--- src/hw/codec_ctl_pkg.sv ---
// Contract
// - Tx codes 0-5 extended, +12 dB mic2
// - Tx codes 8-13 normal, 23.5 to 13.5
// - Tx gain resets to code 1000
// - Rx code 0 is +6, -1 dB steps
// - Rx gain resets to code 0111
// - Sidetone code 0 is -12, -2 dB steps
// - Power bit 7 mutes sidetone
// - Sidetone resets to code 000
// - Volume code 0 is 0 dB, -2 steps
// - Volume resets to code 0000
// - Exactly one earphone amplifier selected; both enables are low while presetn is low
// - Power bit 3 mutes earphone
// - Companded word eight bits, MSB first
// - Linear word fifteen bits, MSB first
// - Tones summed, same source feeds buzzer
// - Host rounds frequency over 7.8125 Hz
// - Tone registers at 04 and 05
// - High tone 2 dB above low tone
// - Host puts higher frequency in high
// - Reset loads every register default
package codec_ctl_pkg;
   // ==========================================================
   // Device register map
   localparam logic [2:0] ADDR_POWER  = 3'h0;
   localparam logic [2:0] ADDR_MODE   = 3'h1;
   localparam logic [2:0] ADDR_TXPGA  = 3'h2;
   localparam logic [2:0] ADDR_RXPGA  = 3'h3;
   localparam logic [2:0] ADDR_HITONE = 3'h4;
   localparam logic [2:0] ADDR_LOTONE = 3'h5;
   localparam int         NUM_REGS    = 6;
   // ==========================================================
   // Reset values
   localparam logic [7:0] RST_POWER  = 8'h00;
   localparam logic [7:0] RST_MODE   = 8'h02;
   localparam logic [7:0] RST_TXPGA  = 8'h40;
   localparam logic [7:0] RST_RXPGA  = 8'h70;
   localparam logic [7:0] RST_TONE   = 8'h00;
   // ==========================================================
   // Field positions
   localparam int POW_EAR1_BIT  = 1;
   localparam int POW_EMUTE_BIT = 3;
   localparam int POW_SMUTE_BIT = 7;
   localparam int MODE_COMP_BIT = 4;
   localparam int MODE_TONE_BIT = 6;
   localparam int MODE_BUZZ_BIT = 3;
   localparam int TX_CODE_LSB   = 3;
   localparam int ST_CODE_LSB   = 0;
   localparam int RX_CODE_LSB   = 4;
   localparam int VOL_CODE_LSB  = 0;
   // ==========================================================
   // Gain limits (codes) and values in half dB, rx and sidetone tops in dB
   localparam logic [3:0] TX_EXT_LAST  = 4'h5;
   localparam logic [3:0] TX_NORM_FRST = 4'h8;
   localparam logic [3:0] TX_NORM_LAST = 4'hd;
   localparam logic [3:0] RX_LAST      = 4'hc;
   localparam logic [2:0] ST_LAST      = 3'h6;
   localparam logic [3:0] VOL_LAST     = 4'h9;
   localparam int         MIC2_EXT_HDB = 24;
   localparam int         TX_BASE_HDB  = 47;
   localparam int         RX_TOP_DB    = 6;
   localparam int         ST_TOP_DB    = -12;
   localparam int         HI_TONE_BOOST_HDB = 4;
   // ==========================================================
   // PCM word lengths
   localparam int COMP_BITS = 8;
   localparam int LIN_BITS  = 15;
   localparam int SLOT_BITS = 16;
   // ==========================================================
   // Tone step in mHz
   localparam int TONE_STEP_MHZ = 7813;
endpackage : codec_ctl_pkg

--- src/hw/codec_ctl_if.sv ---
`timescale 1ns/1ns
interface codec_ctl_if;
   import codec_ctl_pkg::*;
   logic       wr_en;
   logic [2:0] addr;
   logic [7:0] wdata;
   logic [7:0] rdata;
   logic       pcm_sync;
   logic       pcm_bit;
   modport dev  (input wr_en, addr, wdata, pcm_sync, pcm_bit,
                 output rdata);
   modport host (output wr_en, addr, wdata, pcm_sync, pcm_bit,
                 input rdata);
endinterface : codec_ctl_if

--- src/hw/codec_ctl_dev.sv ---
// Register access over APB is this design's own decision.
`timescale 1ns/1ns
module codec_ctl_dev (
   input  wire logic              pclk,
   input  wire logic              presetn,
   codec_ctl_if.dev               bus,
   output logic signed [7:0]      tx_gain_hdb,
   output logic                   mic2_boost,
   output logic signed [7:0]      rx_gain_db,
   output logic signed [7:0]      sidetone_db,
   output logic                   sidetone_mute,
   output logic signed [7:0]      volume_db,
   output logic                   earpiece_diff_en,
   output logic                   earpiece_single_en,
   output logic                   earphone_mute,
   output logic [7:0]             hi_tone_value,
   output logic [7:0]             lo_tone_value,
   output logic                   tone_active,
   output logic                   buzzer_pdm_out,
   output logic [14:0]            rx_word,
   output logic                   rx_word_valid
);
   import codec_ctl_pkg::*;

   typedef struct packed {
      logic [NUM_REGS-1:0][7:0] regs;
      logic [3:0]               slot;
      logic [14:0]              shreg;
      logic                     sync_d;
      logic [14:0]              word;
      logic                     wvalid;
      logic [8:0]               acc;
      logic                     pdm;
   } state_s;
   state_s st_q, st_d;

   logic [3:0] txc;
   logic [3:0] rxc;
   logic [3:0] vc;
   logic [2:0] sc;
   logic       comp;
   logic [3:0] last_slot;
   assign txc  = st_q.regs[ADDR_TXPGA][TX_CODE_LSB+:4];
   assign sc   = st_q.regs[ADDR_TXPGA][ST_CODE_LSB+:3];
   assign rxc  = st_q.regs[ADDR_RXPGA][RX_CODE_LSB+:4];
   assign vc   = st_q.regs[ADDR_RXPGA][VOL_CODE_LSB+:4];
   assign comp = st_q.regs[ADDR_MODE][MODE_COMP_BIT];
   assign last_slot = comp ? 4'(COMP_BITS) : 4'(LIN_BITS);

   always_comb begin
      st_d = st_q;
      st_d.wvalid = 1'b0;
      if (bus.wr_en && (int'(bus.addr) < NUM_REGS)) begin
         st_d.regs[bus.addr] = bus.wdata;
      end
      // MSB first shift, word taken at last slot
      st_d.sync_d = bus.pcm_sync;
      if (bus.pcm_sync && !st_q.sync_d) begin
         st_d.slot  = 4'h1;
         st_d.shreg = {14'h0, bus.pcm_bit};
         if (last_slot == 4'h1) st_d.wvalid = 1'b1;
      end else if (st_q.slot != 4'h0) begin
         if (st_q.slot < last_slot) begin
            st_d.shreg = {st_q.shreg[13:0], bus.pcm_bit};
            st_d.slot  = st_q.slot + 4'h1;
            if (st_q.slot + 4'h1 == last_slot) begin
               st_d.word   = {st_q.shreg[13:0], bus.pcm_bit};
               st_d.wvalid = 1'b1;
            end
         end else begin
            st_d.slot = 4'h0;
         end
      end
      // first-order PDM from summed tone codes
      st_d.acc = {1'b0, st_q.acc[7:0]}
               + {1'b0, 8'(({1'b0, st_q.regs[ADDR_HITONE]}
                  + {1'b0, st_q.regs[ADDR_LOTONE]}) >> 1)};
      st_d.pdm = st_q.acc[8];
   end

   always_ff @(posedge pclk or negedge presetn) begin
      if (!presetn) begin
         st_q.regs[ADDR_POWER]  <= RST_POWER;
         st_q.regs[ADDR_MODE]   <= RST_MODE;
         st_q.regs[ADDR_TXPGA]  <= RST_TXPGA;
         st_q.regs[ADDR_RXPGA]  <= RST_RXPGA;
         st_q.regs[ADDR_HITONE] <= RST_TONE;
         st_q.regs[ADDR_LOTONE] <= RST_TONE;
         st_q.slot   <= 4'h0;
         st_q.shreg  <= 15'h0;
         st_q.sync_d <= 1'b0;
         st_q.word   <= 15'h0;
         st_q.wvalid <= 1'b0;
         st_q.acc    <= 9'h0;
         st_q.pdm    <= 1'b0;
      end else begin
         st_q <= st_d;
      end
   end

   // Output decode registered so every port is a flop
   always_ff @(posedge pclk or negedge presetn) begin
      if (!presetn) begin
         tx_gain_hdb        <= 8'sh0;
         mic2_boost         <= 1'b0;
         rx_gain_db         <= 8'sh0;
         sidetone_db        <= 8'sh0;
         sidetone_mute      <= 1'b0;
         volume_db          <= 8'sh0;
         earpiece_diff_en   <= 1'b0;
         earpiece_single_en <= 1'b0;
         earphone_mute      <= 1'b0;
         hi_tone_value      <= 8'h0;
         lo_tone_value      <= 8'h0;
         tone_active        <= 1'b0;
         buzzer_pdm_out     <= 1'b0;
         rx_word            <= 15'h0;
         rx_word_valid      <= 1'b0;
         bus.rdata          <= 8'h0;
      end else begin
         // tx decode, reserved codes take lowest gain
         if (txc <= TX_EXT_LAST) begin
            mic2_boost  <= 1'b1;
            tx_gain_hdb <= 8'(TX_BASE_HDB + MIC2_EXT_HDB
                              - 4 * int'(txc));
         end else if (txc >= TX_NORM_FRST && txc <= TX_NORM_LAST) begin
            mic2_boost  <= 1'b0;
            tx_gain_hdb <= 8'(TX_BASE_HDB - 4 * int'(txc - TX_NORM_FRST));
         end else begin
            mic2_boost  <= 1'b0;
            tx_gain_hdb <= 8'(TX_BASE_HDB - 4 * int'(TX_NORM_LAST
                                                      - TX_NORM_FRST));
         end
         rx_gain_db <= 8'(RX_TOP_DB - int'((rxc > RX_LAST) ? RX_LAST : rxc));
         sidetone_db <= 8'(ST_TOP_DB
                           - 2 * int'((sc > ST_LAST) ? ST_LAST : sc));
         sidetone_mute <= st_q.regs[ADDR_POWER][POW_SMUTE_BIT];
         volume_db <= 8'(-2 * int'((vc > VOL_LAST) ? VOL_LAST : vc));
         earpiece_diff_en   <= st_q.regs[ADDR_POWER][POW_EAR1_BIT];
         earpiece_single_en <= !st_q.regs[ADDR_POWER][POW_EAR1_BIT];
         earphone_mute <= st_q.regs[ADDR_POWER][POW_EMUTE_BIT];
         // tone values, high path gets boost downstream
         hi_tone_value <= st_q.regs[ADDR_HITONE];
         lo_tone_value <= st_q.regs[ADDR_LOTONE];
         tone_active   <= st_q.regs[ADDR_MODE][MODE_TONE_BIT];
         buzzer_pdm_out <= st_q.pdm && st_q.regs[ADDR_MODE][MODE_BUZZ_BIT];
         rx_word       <= comp ? {7'h0, st_q.word[7:0]} : st_q.word;
         rx_word_valid <= st_q.wvalid;
         bus.rdata <= (int'(bus.addr) < NUM_REGS) ? st_q.regs[bus.addr]
                                                  : 8'h0;
      end
   end
endmodule : codec_ctl_dev

--- src/flat_wrapper.sv ---
// flat-port wrapper written by rule: the top's interface ports become plain ports
module codec_ctl_dev_flat import codec_ctl_pkg::*;
  (pclk, presetn, tx_gain_hdb, mic2_boost, rx_gain_db, sidetone_db, sidetone_mute, volume_db, earpiece_diff_en, earpiece_single_en, earphone_mute, hi_tone_value, lo_tone_value, tone_active, buzzer_pdm_out, rx_word, rx_word_valid, bus_wr_en, bus_addr, bus_wdata, bus_pcm_sync, bus_pcm_bit, bus_rdata);
  codec_ctl_if bus_i ();
  input  wire logic pclk;
  input  wire logic presetn;
  output logic signed [7:0] tx_gain_hdb;
  output logic mic2_boost;
  output logic signed [7:0] rx_gain_db;
  output logic signed [7:0] sidetone_db;
  output logic sidetone_mute;
  output logic signed [7:0] volume_db;
  output logic earpiece_diff_en;
  output logic earpiece_single_en;
  output logic earphone_mute;
  output logic [7:0] hi_tone_value;
  output logic [7:0] lo_tone_value;
  output logic tone_active;
  output logic buzzer_pdm_out;
  output logic [14:0] rx_word;
  output logic rx_word_valid;
  input wire logic [$bits(bus_i.wr_en)-1:0] bus_wr_en;
  input wire logic [$bits(bus_i.addr)-1:0] bus_addr;
  input wire logic [$bits(bus_i.wdata)-1:0] bus_wdata;
  input wire logic [$bits(bus_i.pcm_sync)-1:0] bus_pcm_sync;
  input wire logic [$bits(bus_i.pcm_bit)-1:0] bus_pcm_bit;
  output wire logic [$bits(bus_i.rdata)-1:0] bus_rdata;
  assign bus_i.wr_en = bus_wr_en;
  assign bus_i.addr = bus_addr;
  assign bus_i.wdata = bus_wdata;
  assign bus_i.pcm_sync = bus_pcm_sync;
  assign bus_i.pcm_bit = bus_pcm_bit;
  assign bus_rdata = bus_i.rdata;
  codec_ctl_dev u_core (.pclk(pclk), .presetn(presetn), .bus(bus_i), .tx_gain_hdb(tx_gain_hdb), .mic2_boost(mic2_boost), .rx_gain_db(rx_gain_db), .sidetone_db(sidetone_db), .sidetone_mute(sidetone_mute), .volume_db(volume_db), .earpiece_diff_en(earpiece_diff_en), .earpiece_single_en(earpiece_single_en), .earphone_mute(earphone_mute), .hi_tone_value(hi_tone_value), .lo_tone_value(lo_tone_value), .tone_active(tone_active), .buzzer_pdm_out(buzzer_pdm_out), .rx_word(rx_word), .rx_word_valid(rx_word_valid));
endmodule
--- config.mk ---
export PLATFORM = sky130hd
export DESIGN_NAME = codec_ctl_dev_flat
export DESIGN_NICKNAME = d
export VERILOG_FILES = /design/src/hw/codec_ctl_pkg.sv /design/src/hw/codec_ctl_if.sv /design/src/hw/codec_ctl_dev.sv /design/src/flat_wrapper.sv
export SDC_FILE = /design/constraint.sdc
export NUM_CORES = 1
export LEC_CHECK = 0
export BUFFER_PORTS_ARGS = -buffer_cell sky130_fd_sc_hd__buf_2
export CAP_MARGIN = 20
export CORE_ASPECT_RATIO = 0.7
export CORE_MARGIN = 2
export CORE_UTILIZATION = 41
export DETAILED_ROUTE_END_ITERATION = 10
export GPL_TIMING_DRIVEN = 0
export PLACE_DENSITY = 0.68
export SETUP_SLACK_MARGIN = 0.2
export SLEW_MARGIN = 20
export SYNTH_ARGS = -nofsm -noshare
export SYNTH_HDL_FRONTEND = slang
export SYNTH_SLANG_ARGS = --single-unit
--- constraint.sdc ---
create_clock -name pclk -period 6.8 [get_ports pclk]
set_clock_uncertainty 0.1 [all_clocks]
set_input_delay 1.36 -clock pclk [delete_from_list [all_inputs] [get_ports pclk]]
set_output_delay 1.36 -clock pclk [all_outputs]
set_load 0.02 [all_outputs]
==> results.toml, run 1 <==
[floorplan]
rows = 39
io_pins = 95
start_util_pct = 41.5
die_x_um = 157
dieArea_um2 = 17400
coreArea_um2 = 16200
die_h_um = 111

[setup_path]
required_ps = 7050
path_delay_family = "compound AO/OA/AOI/OAI gates"
worst-path-buf-inv = 0
crit_chain = "ha_1 > a21oi_1 > nand2_1 > a21o_1 > a211oi_1 > nor3_1 > ha_1 > nand3_1 > o211ai_1 > o41ai_1 > xnor2_1"
cp-start-kind = "flip-flop"
end_kind = "flip-flop"
worst_r2r_endpoint = "u_core.st_q[8]"
crit_arrival_ps = 3290
reg2reg_depth = 11
regToRegSetupSlack_ps = 3760
cp_common_cell = "ha_1"
cp_max_fo = 5
worstSetupPathType = "reg -> reg"
critical-path-max-stage-delay_ps = 420
cp_slowest_cell = "dfrtp_1"
r2r-start = "u_core.st_q[80]"

[global_route]
grt_pass1_vias = 4272
grt_max_degree = 88
busiest_layer = "met2"
grtUsageMet2_pct = 24.8
grt_use_met3_pct = 5.24
antenna_found_initial = 1
grt_first_pass_wirelength_um = 22200
track_usage_pct = 16.6
grt_util_met1_pct = 23.3
grt_overflow_total = 0

[clocking]
clock-root-buffer = "clkbuf_16"
clock_latency_ps = 420
clockBufferDepth = 2
post-cts-setup-buffers = 0
path_clk_slew_ps = 60
tritoncts = "done"
cts_resized = 0
cts_sinks = 163
cts_buffers = 17
hold_buffers = 0
htree_levels = 4

[min_path]
holdPathStages = 0
hold_class = "reg -> reg"
whs_endpoint = "u_core.st_q[0]"
hold_start = "u_core.st_d[0]"

[finish]
area_growth_pct = 20.4
drive_gt1_share_pct = 34.2
fillers = 1398
fin_util_pct = 49.9
final_area_um2 = 8060
nets = 662
fin_cells = 859

[pwr]
sw_frac_of_total_pct = 33.6
power.switching_mw = 1.16
power.share.clock_pct = 27.5
combPwrFrac_pct = 32.2
irDropWorstVdd_mv = 0.159
power_frac_seq_pct = 40.3
intPower_mw = 2.30
powerDensity_nw_per_um2 = 429
p_leak_nw = 3.93

[timing]
drv_slew = 0
fin_ws_ps = 3760
max-slew-margin-rel_pct = 43.5
grt_setup_unrepaired = "false"
tightest_slew_ps = 844
clock.fmax_ghz = 0.329
min_period_ps = 3040
hold_viol = 0
finalSetupViolCount = 0
setup_tns_ps = 0
period_share_pct = 44.7

[placed_design]
place_area_um2 = 7470
numPortBuffers = 89
dpl.hpwl_um = 9620
place_ws_ps = 3760
placed_cells = 825
place.gp.congestion = 0.850

[job]
drv_cap = 0

[drt]
drt_iter0_markers = 148
num_vias = 4096
ant_nets = 0
drt-total-wl_um = 13300
wl_per_cell_um = 15.4
drtPass1Iterations = 4
vias_per_cell = 4.77
drc = 0

[synth]
synthesis.area_um2 = 6700
yosysWarnings = 0
ys.flop_type = "dfrtp_1"
syn-instance-count = 508
synth_cell_types = 49
async_flop_share_pct = 100
synth_edf_count = 0
seq_area_frac_synth_pct = 61.0
synth.avg_cell_area_um2 = 13.2
ys_ff_latch = 163

[run_status]
status = "finished, final reports clean"
## cell families (layout without fill, tap and decap cells)
| group | count (synthesis) | count (layout) | share of synthesized area [%] |
|---|---|---|---|
| DFF | 163 | 163 | 61.0 |
| and+or+nand+nor | 105 | 105 | 7.72 |
| adders and majority gates | 27 | 27 | 5.27 |
| muxes | 75 | 75 | 13.5 |
| xor gates and xnor gates | 17 | 17 | 2.22 |
| other | 2 | 6 | 0.112 |
| buffers and inverters | 49 | 171 | 3.59 |
| AOI/OAI and AO/OA | 70 | 70 | 6.54 |
## sequential cells by signal, indices dropped and copies added (netlist names), 3 cells and up
signal	cells
u_core.st_q	84
u_core.rx_word	15
u_core.bus.rdata	8
u_core.hi_tone_value	8
u_core.lo_tone_value	8
u_core.rx_gain_db	7
u_core.tx_gain_hdb	6
u_core.volume_db	6
u_core.rxc	4
u_core.sidetone_db	4
u_core.sc	3
## metrics by stage
step / total power, mW / hold WS (ps)
6_report: 3.46 / 247
5_1_grt: 3.69 / 256
3_5_place_dp: 2.53 / 235
2_1_floorplan: 2.19 / 231
3_3_place_gp: 2.46 / 234
4_1_cts: 3.50 / 248
## final cells by class
type / instances / area [um2] / area share, %
Antenna cell: 2 / 5.00 / 0.0621
Buffer: 26 / 154 / 1.91
Clock buffer: 19 / 433 / 5.37
Clock inverter: 13 / 158 / 1.96
Inverter: 23 / 86.3 / 1.07
Multi-Input combinational cell: 298 / 2380 / 29.5
Sequential cell: 163 / 4090 / 50.7
Tap cell: 225 / 282 / 3.49
Timing Repair Buffer: 90 / 483 / 5.99
## how the worst max path moves through the flow
| stage | startpoint | to | slack (ps) | depth (start not counted) |
|---|---|---|---|---|
| 6_report | u_core.st_q[80] | u_core.st_q[8] | 3760 | 11 |
| 5_1_grt | u_core.st_q[80] | u_core.st_q[8] | 3590 | 11 |
| 4_1_cts | u_core.st_q[80] | u_core.st_q[8] | 3760 | 11 |
| 3_5_place_dp | u_core.st_q[80] | u_core.st_q[8] | 3760 | 11 |
| 3_3_place_gp | presetn | u_core.tone_active | 1970 | 1 |
| 2_1_floorplan | bus_pcm_sync | u_core.st_q[16] | 4120 | 6 |
## cell usage in the layout, fill, tap and decap left out, types with 3 or more instances in the layout
master / synthesis / final
dfrtp_1: 158 / 158
buf_2: 9 / 97
mux2_2: 49 / 49
nand2_1: 41 / 41
a21oi_1: 33 / 33
ha_1: 25 / 25
inv_1: 23 / 23
nor2_1: 19 / 19
clkbuf_16: 0 / 17
mux2i_1: 13 / 13
nor2b_1: 11 / 11
buf_4: 10 / 10
xnor2_1: 9 / 9
mux2_4: 9 / 9
clkbuf_1: 6 / 8
o21ai_0: 8 / 8
xor2_1: 8 / 8
nand3_1: 6 / 6
nand2b_1: 6 / 6
a21o_1: 6 / 6
nor3_1: 5 / 5
clkinv_2: 0 / 5
dfstp_2: 5 / 5
mux4_2: 4 / 4
o22ai_1: 4 / 4
a211oi_1: 4 / 4
conb_1: 2 / 4
a21boi_0: 3 / 3
or2_2: 3 / 3
nor3b_1: 3 / 3
bufinv_16: 0 / 3
## Yosys cell counts (all sizes together), types with 3 or more instances
library cell / instances / area [um2]
mux2i: 13 / 130
ha: 25 / 313
dfstp: 5 / 131
xor2: 8 / 70.1
nand2b: 6 / 37.5
xnor2: 9 / 78.8
nor3b: 3 / 22.5
nand3: 6 / 30.0
nand2: 41 / 154
clkbuf: 6 / 22.5
dfrtp: 158 / 3950
mux4: 4 / 90.1
or2: 3 / 18.8
o22ai: 4 / 25.0
a21o: 6 / 45.0
inv: 23 / 86.3
nor2: 20 / 77.6
a21boi: 3 / 22.5
buf: 20 / 131
nor2b: 11 / 68.8
o21ai: 8 / 40.0
mux2: 58 / 687
nor3: 8 / 61.3
a21oi: 33 / 165
o211ai: 3 / 36.3
a211oi: 4 / 30.0
## layer usage
layer	wire (um)	vias up	share of wire, %
li1	-	1956	-
met1	6430	2038	48
met2	6020	93	45
met3	687	9	5.2
met4	131	0	0.99
met5	0	-	0
## power by group through the flow
stage | combinational [mW] | sequential (mW) | clock (mW)
3_5_place_dp | 1.12 | 1.41 | 0
3_3_place_gp | 1.06 | 1.40 | 0
2_1_floorplan | 0.685 | 1.50 | 0
6_report | 1.11 | 1.39 | 0.952
4_1_cts | 1.13 | 1.40 | 0.977
5_1_grt | 1.24 | 1.43 | 1.02
## worst register-to-register path, delay by kind of cell (launching register included)
family	cells	cell delay, ps
XOR/XNOR	1	170
adder cells (fa/ha/maj)	2	750
AO/OA/AOI/OAI	5	1210
flip-flops	1	420
AND/OR/NAND/NOR	3	330
(Power assumes the default switching activity.)
==> inputs of run 2 (changes only) <==
Clock period 6.8 ns to 3.1 ns, I/O delays scaled along.
==> results.toml, run 2 (synthesized netlist as in run 1, its figures left out) <==
[run_status]
status = "finished, final reports clean"

[drt]
drtPass1Iterations = 5
drt-total-wl_um = 13600
drc = 0
drt_iter0_markers = 175
wl_per_cell_um = 15.7
vias_per_cell = 4.82
ant_nets = 0
num_vias = 4180

[pwr]
powerDensity_nw_per_um2 = 953
p_leak_nw = 3.99
power.switching_mw = 2.63
intPower_mw = 5.16
power_frac_seq_pct = 39.2
irDropWorstVdd_mv = 0.376
sw_frac_of_total_pct = 33.8
finalPower_mw = 7.80
combPwrFrac_pct = 34.0
power.share.clock_pct = 26.9

[clocking]
cts_sinks = 163
htree_levels = 4
clock_latency_ps = 420
cts_buffers = 17
path_clk_slew_ps = 60
hold_buffers = 0
tritoncts = "done"
clockBufferDepth = 2
clock-root-buffer = "clkbuf_16"

[timing]
finalSetupViolCount = 0
drv_slew = 0
setup_tns_ps = 0
tightest_slew_ps = 891
fin_ws_ps = 272
hold_viol = 0
min_period_ps = 2830
max-slew-margin-rel_pct = 40.3
grt_setup_unrepaired = "false"
clock.fmax_ghz = 0.354
whs_ps = 69.7
period_share_pct = 91.2

[finish]
fin_util_pct = 50.7
nets = 672
final_area_um2 = 8190
area_growth_pct = 22.3
fin_cells = 868
final_cell_mix = "155 x dfrtp_1, 97 x buf_2, 49 x mux2_2, 41 x nand2_1, 31 x a21oi_1"
final_common_cell = "dfrtp_1"
largest_register_ffs = 84
drive_gt1_share_pct = 36.9
reg.largest.list = "u_core.st_q: 84 flops, u_core.rx_word: 15 flops"
top_register = "u_core.st_q"

[setup_path]
crit_arrival_ps = 3040
cp_max_fo = 4
required_ps = 3310
end_kind = "flip-flop"
cp-start-kind = "flip-flop"
worstSetupPathType = "reg -> reg"

[global_route]
track_usage_pct = 16.7
grt_pass1_vias = 4294
antenna_found_initial = 1
grt_max_degree = 88
grt_overflow_total = 0
grt_first_pass_wirelength_um = 22300

[job]
drv_cap = 0

[floorplan]
die_h_um = 111
dieArea_um2 = 17400
start_util_pct = 41.5
io_pins = 95
die_x_um = 157
rows = 39
coreArea_um2 = 16200

[placed_design]
place_ws_ps = 64.5
placed_cells = 825
dpl.hpwl_um = 9620
place_area_um2 = 7470
place.gp.congestion = 0.850
numPortBuffers = 89

[min_path]
hold_class = "in -> async"
==> run 2: repair_timing <==
item	4_1_cts	5_1_grt
setup buffers	1	9
setup endpoints to repair	2	4
resized for setup	4	8
pin swaps	3	10
==> run 2: path summary, 6_finish.rpt <==
path	startpoint	end	slack, ps	cells past startpoint
setup reg to reg	u_core.st_q[79]	u_core.st_d[0]	270	13
hold reg to reg	u_core.st_q[10]	u_core.rx_word_valid	250	0
max in group asynchronous	presetn	u_core.rxc[0]	2010	2
hold / removal	presetn	u_core.st_q[20]	70	1
min in group pclk	bus_pcm_sync	u_core.st_q[26]	220	1
setup / recovery	u_core.st_q[79]	u_core.st_d[0]	270	13
==> run 2: power by group through the flow <==
stage	Clock (mW)	Combinational, mW	Sequential [mW]
6_report	2.10	2.65	3.05
5_1_grt	2.24	2.91	3.13
4_1_cts	2.14	2.54	3.07
3_5_place_dp	0	2.46	3.09
3_3_place_gp	0	2.32	3.07
2_1_floorplan	0	1.50	3.29
==> run 2: final cells by class <==
type / count / area, um2
antenna: 1 / 2.50
inverter: 23 / 86.3
multi-input combinational: 298 / 2420
tap: 225 / 282
clock inverter: 13 / 158
timing repair buffer: 100 / 558
fill: 1388 / 7970
clock buffer: 19 / 433
sequential: 163 / 4090
buffer: 26 / 154
==> run 2: worst max-delay path, cell delays in order (launching register included) <==
cell,delay [ps]
dfrtp_1,380
buf_4,150
ha_1,290
nand4_1,130
nand2_1,90
a21o_1,190
a211oi_2,200
nor3_1,70
ha_1,360
buf_4,170
nand2_1,60
o211ai_1,130
a21o_1,200
a21o_1,170
==> run 2: metal layers <==
| metal | track usage [%] | share of wire (%) |
|---|---|---|
| met2 | 25.0 | 45 |
| met1 | 23.4 | 48 |
| met5 | 0 | 0 |
| met4 | 4.95 | 1.3 |
| met3 | 5.24 | 5.7 |
